==> src/pkg/period_match_timer_pkg.sv <==
// Package for the period match timer: register map, field layout, resets.
// Assumes an APB slave with 32-bit data and word-aligned registers.
package period_match_timer_pkg;

    localparam logic [3:0] count_offset    = 4'h0;
    localparam logic [3:0] period_offset   = 4'h4;
    localparam logic [3:0] control_offset  = 4'h8;
    localparam logic [3:0] status_offset   = 4'hc;

    localparam int         presel_lsb      = 0;
    localparam int         run_bit         = 2;
    localparam int         postsel_lsb     = 3;
    localparam int         flag_bit        = 0;

    localparam logic [7:0] count_reset     = 8'h00;
    localparam logic [7:0] period_reset    = 8'hff;
    localparam logic [6:0] control_reset   = 7'h00;
    localparam logic [1:0] cyc_per_instr   = 2'h3;

    typedef enum logic [1:0] {
        div_one     = 2'b00,
        div_four    = 2'b01,
        div_sixteen = 2'b10
    } prescale_e;

endpackage : period_match_timer_pkg

==> src/rtl/period_match_timer.sv <==
// Period match timer: 8-bit timer, period compare, prescaler, postscaler.
// Assumes pclk is the oscillator clock; instruction ticks are pclk/4.
// Function
// - Count advances per prescaled instruction tick.
// - Prescaler divides by one, four or sixteen.
// - Count compared with period; equality gives match.
// - Match clears count, advances postscale counter.
// - Postscale select picks one to sixteen matches.
// - Run bit starts and stops the timer.
// - Reset clears count, sets period all ones.
// - Count or control write clears both scalers.
// - Control write does not load or clear count.
// - Count and period readable and writable anytime.
// - Control bit seven ignores writes, reads zero.
// - Postscaled match produces the interrupt event.
// - Match offered as serial port shift clock.
module period_match_timer
    import period_match_timer_pkg::*;
(
    input  wire logic        pclk,
    input  wire logic        presetn,
    input  wire logic        psel,
    input  wire logic        penable,
    input  wire logic        pwrite,
    input  wire logic [11:0] paddr,
    input  wire logic [31:0] pwdata,
    input  wire logic [3:0]  pstrb,
    output logic      [31:0] prdata,
    output logic             pready,
    output logic             pslverr,
    output logic             match_event,
    output logic             shift_clock,
    output logic             timer_event
);

    // Every flop of the block sits in this one record.
    typedef struct packed {
        logic [7:0]  timer_count;
        logic [7:0]  period_value;
        logic [6:0]  timer_control;
        logic [1:0]  instr_div;
        logic [3:0]  pre_count;
        logic [3:0]  post_count;
        logic        ack;
        logic        flag;
        logic        match;
        logic [31:0] rdata;
        logic        err;
    } state_s;

    state_s st_ff;
    state_s nxt_st;

    logic        access;
    logic        first_access;
    logic        wr_en;
    logic        rd_en;
    logic        page_zero;

    logic        hit_count;
    logic        hit_period;
    logic        hit_control;
    logic        hit_status;
    logic        mapped;

    logic        wr_count;
    logic        wr_period;
    logic        wr_control;
    logic        wr_status;
    logic        scaler_clear;
    logic        flag_clear;

    logic [1:0]  presel;
    logic [3:0]  postsel;
    logic        running;
    logic        instr_tick;
    logic [3:0]  pre_limit;
    logic        pre_tick;
    logic        equal;
    logic        match_now;
    logic        post_done;
    logic        flag_set;

    logic [1:0]  div_step;
    logic [3:0]  pre_step;
    logic [7:0]  count_step;
    logic [3:0]  post_step;
    logic [31:0] read_word;

    // The access phase is stretched by one cycle so that read data can come
    // from a flop: the first access cycle loads it, the second shows it.
    assign access       = psel && penable;
    assign first_access = access && !st_ff.ack;
    assign wr_en        = access && st_ff.ack && pwrite && pstrb[0];
    assign rd_en        = first_access && !pwrite;

    assign page_zero = paddr[11:4] == 8'h00;

    always_comb begin
        hit_count   = 1'b0;
        hit_period  = 1'b0;
        hit_control = 1'b0;
        hit_status  = 1'b0;
        if (page_zero) begin
            case (paddr[3:0])
                count_offset: begin
                    hit_count = 1'b1;
                end
                period_offset: begin
                    hit_period = 1'b1;
                end
                control_offset: begin
                    hit_control = 1'b1;
                end
                status_offset: begin
                    hit_status = 1'b1;
                end
                default: begin
                    hit_count = 1'b0;
                end
            endcase
        end
    end

    assign mapped = hit_count || hit_period || hit_control || hit_status;

    assign wr_count     = wr_en && hit_count;
    assign wr_period    = wr_en && hit_period;
    assign wr_control   = wr_en && hit_control;
    assign wr_status    = wr_en && hit_status;
    assign scaler_clear = wr_count || wr_control;
    assign flag_clear   = wr_status && pwdata[flag_bit];

    assign presel  = st_ff.timer_control[presel_lsb +: 2];
    assign postsel = st_ff.timer_control[postsel_lsb +: 4];
    assign running = st_ff.timer_control[run_bit];

    // Instruction clock is the oscillator divided by four.
    assign instr_tick = running && st_ff.instr_div == cyc_per_instr;

    // Codes 10 and 11 both divide by sixteen.
    always_comb begin
        case (presel)
            div_one: begin
                pre_limit = 4'h0;
            end
            div_four: begin
                pre_limit = 4'h3;
            end
            default: begin
                pre_limit = 4'hf;
            end
        endcase
    end

    assign pre_tick = instr_tick && st_ff.pre_count == pre_limit;

    // Compare runs every cycle, but a match only counts on a timer tick,
    // so a stopped timer sitting on the period raises no events.
    assign equal     = st_ff.timer_count == st_ff.period_value;
    assign match_now = pre_tick && equal;
    assign post_done = st_ff.post_count == postsel;
    assign flag_set  = match_now && post_done;

    // Free-running steps of each counter, before any register write.
    always_comb begin
        div_step = st_ff.instr_div;
        if (running) begin
            div_step = st_ff.instr_div + 2'h1;
        end
    end

    always_comb begin
        pre_step = st_ff.pre_count;
        if (pre_tick) begin
            pre_step = 4'h0;
        end else if (instr_tick) begin
            pre_step = st_ff.pre_count + 4'h1;
        end
    end

    always_comb begin
        count_step = st_ff.timer_count;
        if (match_now) begin
            count_step = count_reset;
        end else if (pre_tick) begin
            count_step = st_ff.timer_count + 8'h01;
        end
    end

    // The postscaler restarts once it has seen the selected number.
    always_comb begin
        post_step = st_ff.post_count;
        if (flag_set) begin
            post_step = 4'h0;
        end else if (match_now) begin
            post_step = st_ff.post_count + 4'h1;
        end
    end

    // Unused upper bits read as zero; control bit seven is not stored.
    always_comb begin
        read_word = 32'h0000_0000;
        if (page_zero) begin
            case (paddr[3:0])
                count_offset: begin
                    read_word[7:0] = st_ff.timer_count;
                end
                period_offset: begin
                    read_word[7:0] = st_ff.period_value;
                end
                control_offset: begin
                    read_word[6:0] = st_ff.timer_control;
                end
                status_offset: begin
                    read_word[flag_bit] = st_ff.flag;
                end
                default: begin
                    read_word = 32'h0000_0000;
                end
            endcase
        end
    end

    always_comb begin
        nxt_st             = st_ff;
        nxt_st.instr_div   = div_step;
        nxt_st.pre_count   = pre_step;
        nxt_st.timer_count = count_step;
        nxt_st.post_count  = post_step;
        nxt_st.match       = match_now;
        nxt_st.ack         = first_access;
        nxt_st.err         = first_access && !mapped;
        nxt_st.rdata       = 32'h0000_0000;

        if (rd_en) begin
            nxt_st.rdata = read_word;
        end

        if (wr_count) begin
            nxt_st.timer_count = pwdata[7:0];
        end

        if (wr_period) begin
            nxt_st.period_value = pwdata[7:0];
        end

        // A control write leaves the count on its own tick path.
        if (wr_control) begin
            nxt_st.timer_control = pwdata[6:0];
        end

        // Scalers restart together with the divide-by-four phase.
        if (scaler_clear) begin
            nxt_st.instr_div  = 2'h0;
            nxt_st.pre_count  = 4'h0;
            nxt_st.post_count = 4'h0;
        end

        // An event in the same cycle as the clear keeps the flag set.
        if (flag_clear) begin
            nxt_st.flag = 1'b0;
        end
        if (flag_set) begin
            nxt_st.flag = 1'b1;
        end
    end

    always_ff @(posedge pclk or negedge presetn) begin
        if (!presetn) begin
            st_ff.timer_count   <= count_reset;
            st_ff.period_value  <= period_reset;
            st_ff.timer_control <= control_reset;
            st_ff.instr_div     <= 2'h0;
            st_ff.pre_count     <= 4'h0;
            st_ff.post_count    <= 4'h0;
            st_ff.ack           <= 1'b0;
            st_ff.flag          <= 1'b0;
            st_ff.match         <= 1'b0;
            st_ff.rdata         <= 32'h0000_0000;
            st_ff.err           <= 1'b0;
        end else begin
            st_ff <= nxt_st;
        end
    end

    // One wait state: pready, and pslverr for an unmapped address, rise in the second access cycle.
    assign pready      = st_ff.ack;
    assign prdata      = st_ff.rdata;
    assign pslverr     = st_ff.err;
    assign match_event = st_ff.match;
    assign shift_clock = st_ff.match;
    assign timer_event = st_ff.flag;

endmodule : period_match_timer

==> config.mk <==
export PLATFORM = sky130hd
export DESIGN_NAME = period_match_timer
export DESIGN_NICKNAME = d
export VERILOG_FILES = /design/src/pkg/period_match_timer_pkg.sv /design/src/rtl/period_match_timer.sv
export SDC_FILE = /design/constraint.sdc
export NUM_CORES = 1
export LEC_CHECK = 0
export BUFFER_PORTS_ARGS = -buffer_cell sky130_fd_sc_hd__buf_4
export CAP_MARGIN = 20
export CORE_AREA = 2 2 85 87
export DETAILED_ROUTE_END_ITERATION = 10
export DIE_AREA = 0 0 87 89
export GPL_TIMING_DRIVEN = 0
export PLACE_DENSITY = 0.7
export SYNTH_ARGS = -nofsm -noshare
export SYNTH_HDL_FRONTEND = slang
export SYNTH_SLANG_ARGS = --single-unit
==> constraint.sdc <==
create_clock -name pclk -period 2.7 [get_ports pclk]
set_clock_uncertainty 0.15 [all_clocks]
set_input_delay 0.54 -clock pclk [delete_from_list [all_inputs] [get_ports pclk]]
set_output_delay 0.54 -clock pclk [all_outputs]
set_load 0.005 [all_outputs]
# Yosys cells after proc, flatten, opt, wreduce, memory -nomap -nowiden
# Cells that the tools add are included.
# word_totals
ff_bits	69
inputBits	53
out_inout_bits	37
word_cells	79
# op_classes
add_sub_neg	4
eq_ne	8
muxes	25
n_reduce_logical	31
# op_table
operator	count
32-bit two-way mux	1
8-bit two-way mux	4
6-bit case mux with 3 select lines	1
1-bit logical AND	16
4-bit two-way mux	4
1-bit two-way mux	10
10-bit two-way mux	1
3-bit nonzero test	3
4-bit by 1-bit adder with 4-bit output, second input constant	2
8-bit by 1-bit adder with 8-bit output, second input constant	1
4-bit == test	2
4-bit == test, second input constant	2
8-bit == test	1
8-bit logical NOT	1
4-bit case mux with 2 select lines	1
4-bit by 3-bit == test with 1-bit output, second input constant	1
4-bit logical NOT	1
1-bit logical OR	4
1-bit case mux with 4 select lines	1
2-bit nonzero test	2
1-bit logical NOT	3
2-bit by 1-bit adder with 2-bit output, second input constant	1
2-bit by 1-bit == test with 1-bit output, second input constant	1
2-bit == test, second input constant	1
other kinds (3)	3

# Depth between registers and ports, before layout
# depth
word_depth	8
mapped_depth	7
depth_no_buf	6

# Worst setup path before layout
# No wires, ideal clock.
# synth_timing
path_kind	input port to flip-flop
start	input port paddr[7]
end	register st_ff (netlist bit prdata[7])
setup_ns	0.081
arrival_time_ns	2.272
required_ns	2.469
setup_slack_ns	0.197
path_stages	5
path_buffers	1
path_cell_list	or4_4 -> or4_4 -> or4_1 -> buf_2 -> nor3_2
# synth_lines
item	line	text
from (decl)	period_match_timer.sv:25	input wire logic [11:0] paddr,
to (signal assigned)	period_match_timer.sv:283	st_ff <= nxt_st;
to (decl)	period_match_timer.sv:51	state_s st_ff;

==> flow_metrics.env <==
export IMPL_clk_latency_ps=290
export IMPL_setup_worst_path_class="in -> reg"
export IMPL_cts_buffers=5
export IMPL_reg2reg_depth=6
export IMPL_timing_critical_path_required_ps=2770
export IMPL_start_kind="input pin"
export IMPL_fmax_ghz=0.4117
export IMPL_ir_drop_uv=179.6
export IMPL_grt_max_degree=46
export IMPL_synth_edf_count=0
export IMPL_yosys_warnings=0
export IMPL_post_drt_via_cell_ratio=5.104
export IMPL_maxSlewViolCount=0
export IMPL_core_um2=6719
export IMPL_period_needed_ps=2429
export IMPL_worst_r2r_setup_slack_ps=300
export IMPL_nets=399
export IMPL_final_period_utilization_pct=89.96
export IMPL_area_growth_pct=22.13
export IMPL_drive_gt1_share_pct=33.53
export IMPL_post_drt_wl_per_cell_um=13.81
export IMPL_antenna_found_initial=0
export IMPL_chipHeight_um=89
export IMPL_maxCapViolations=0
export IMPL_drt_iter0_markers=142
export IMPL_cts_tree="done"
export IMPL_first_pass_iters=4
export IMPL_die_x_um=87
export IMPL_hpwl_um=4323
export IMPL_place_congestion=0.8931
export IMPL_finalWirelength_um=5842
export IMPL_p_leak_nw=1.518
export IMPL_clkTransAtPathRegs_ps=90
export IMPL_hold_viol_final=0
export IMPL_portBuffers=38
export IMPL_placed_cell_area_um2=3134
export IMPL_grt_usage_pct=15.45
export IMPL_critPathCaptureType="register"
export IMPL_grt_overflow_total=0
export IMPL_ys_types=43
export IMPL_drc=0
export IMPL_slew_headroom_pct=47.36
export IMPL_detail_route_antenna_nets=0
export IMPL_hold_worst_slack_ps=89.17
export IMPL_dominantRegCellSynth="dfrtp_1"
export IMPL_ys_seq_area_share_pct=42.67
export IMPL_grt_pass1_wl_um=9439
export IMPL_diodes=0
export IMPL_rows=30
export IMPL_tightest_slew_ps=782.4
export IMPL_setup_viol=0
export IMPL_power_density_nw_per_um2=372.1
export IMPL_dieArea_um2=7743
export IMPL_clk_path_buf_depth=2
export IMPL_cts_htree_levels=2
export IMPL_post_route_cell_area_um2=3252
export IMPL_cts_root_buf="clkbuf_8"
export IMPL_start_util_pct=39.63
export IMPL_vias=2159
export IMPL_status="finished clean"
export IMPL_synth_cell_area_um2=2663
export IMPL_ys_async_sr_fraction_pct=100.0
export IMPL_grt_pass1_vias=2015
export IMPL_crit_fanout=8
export IMPL_ys_ff_latch=45
export IMPL_cts_hold_fix_buffers=0
export IMPL_avgSynthCellArea_um2=9.789
export IMPL_synth_cells=272
export IMPL_rsz0062_at_grt="no"
export IMPL_cp_arrival_ps=2500
export IMPL_fillers=621
export IMPL_hold_path_class="in -> async"
export IMPL_io_pins=90
export IMPL_cts_sinks=45
## Yosys cell counts, drive strengths merged, types with 2 or more instances
master | number | area share (%)
a211oi | 4 | 1.1
a21oi | 21 | 3.9
a32oi | 3 | 0.99
a41oi | 2 | 0.66
and2 | 4 | 0.94
buf | 36 | 9.8
clkbuf | 6 | 0.85
dfrtp | 37 | 35
dfstp | 8 | 7.9
ha | 4 | 1.9
inv | 7 | 0.99
mux2 | 14 | 5.9
mux2i | 9 | 3.4
nand2 | 16 | 2.3
nand3 | 6 | 1.1
nand4 | 3 | 0.70
nor2 | 25 | 3.5
nor2b | 3 | 0.70
nor3 | 8 | 1.9
nor4 | 5 | 1.7
o21ai | 11 | 2.1
o32ai | 2 | 0.66
or3 | 5 | 1.2
or4 | 6 | 2.0
xor2 | 14 | 4.6
## critical path: stages
cell and delay (ps):
buf_4 110, or4_4 540, or4_4 530, or4_1 400, buf_2 200, nor3_2 170
## state kept, by name, summed over array words and instances (netlist names)
register	flops
presel	2
running	1
pslverr	1
prdata	8
st_ff	26
postsel	4
pready	1
match_event	1
timer_event	1
## metal layers
layer / vias to the layer above / global-route usage [%] / wire length (um)
met5: - / 0 / 0
li1: 1046 / - / -
met3: 6 / 2.862 / 332
met2: 73 / 27.13 / 2911
met4: 0 / 3.693 / 46
met1: 1034 / 19.78 / 2552
## metrics by stage
| stage | std cells | TNS (ps) | utilization (%) | setup slack [ps] | total power, mW |
|---|---|---|---|---|---|
| global route | 423 | 0 | 48.40 | 84.55 | 1.265 |
| finish | 423 | 0 | 48.40 | 271.2 | 1.210 |
| global placement | 413 | -2914 | 46.65 | -210.8 | 0.7990 |
| CTS | 421 | 0 | 47.99 | 74.12 | 1.223 |
| floorplan | 295 | 0 | - | 196.8 | 0.7450 |
| detailed placement | 413 | -3775 | 46.65 | -246.5 | 0.7999 |
## cell families (layout without fill, tap and decap cells)
logic type | after synthesis | after routing | share of synthesized area (%)
AO/OA/AOI/OAI | 46 | 46 | 10.34
XOR/XNOR | 15 | 15 | 4.934
adder cells (fa/ha/maj) | 4 | 4 | 1.880
buffers and inverters | 49 | 97 | 11.65
flip-flops | 45 | 45 | 42.67
multiplexers | 24 | 24 | 10.15
other | 1 | 24 | 0.1408
AND/OR/NAND/NOR | 88 | 88 | 18.23
## final timing paths
path                              to      start
max                        prdata[7]   paddr[7]
max reg2reg                st_ff[38]  presel[1]
min in group pclk          st_ff[67]  pwdata[6]
max in group asynchronous  st_ff[55]    presetn
min reg2reg                   pready     pready
min                        st_ff[37]    presetn
## cell type report
cell class | instances | area (um^2) | area share [%]
Buffer | 42 | 284.0 | 8.734
Multi-Input combinational cell | 201 | 1315 | 40.44
Clock buffer | 5 | 68.82 | 2.116
Timing Repair Buffer | 40 | 300.3 | 9.234
Sequential cell | 45 | 1136 | 34.94
Inverter | 7 | 26.28 | 0.8080
Clock inverter | 3 | 21.27 | 0.6541
Tap cell | 80 | 100.1 | 3.078
## timing repair
item,in CTS,in global routing
buffers inserted,0,2
hold endpoints to repair,0,0
setup endpoints to repair,0,12
gates resized for setup,0,2
## report_power, final
part           total [mW]  internal, mW  switching (mW)  leakage [nW]
Sequential          0.678         0.676         0.00167         0.520
Clock               0.422         0.184           0.238        0.0445
Combinational       0.110        0.0575          0.0524         0.954
## cell usage in the layout, fill, tap and decap left out, drive strengths merged, types with 4 or more instances in the layout
cell type,instances
or4,6
nor2,25
mux2i,9
o21ai,11
and2,4
buf,76
nor4,5
or3,5
inv,8
ha,4
mux2,14
nor3,8
a21oi,21
xor2,14
dfstp,8
dfrtp,37
conb,24
nand2,16
a211oi,4
nand3,6
clkbuf,11
Power figures use the tool's default switching activity.
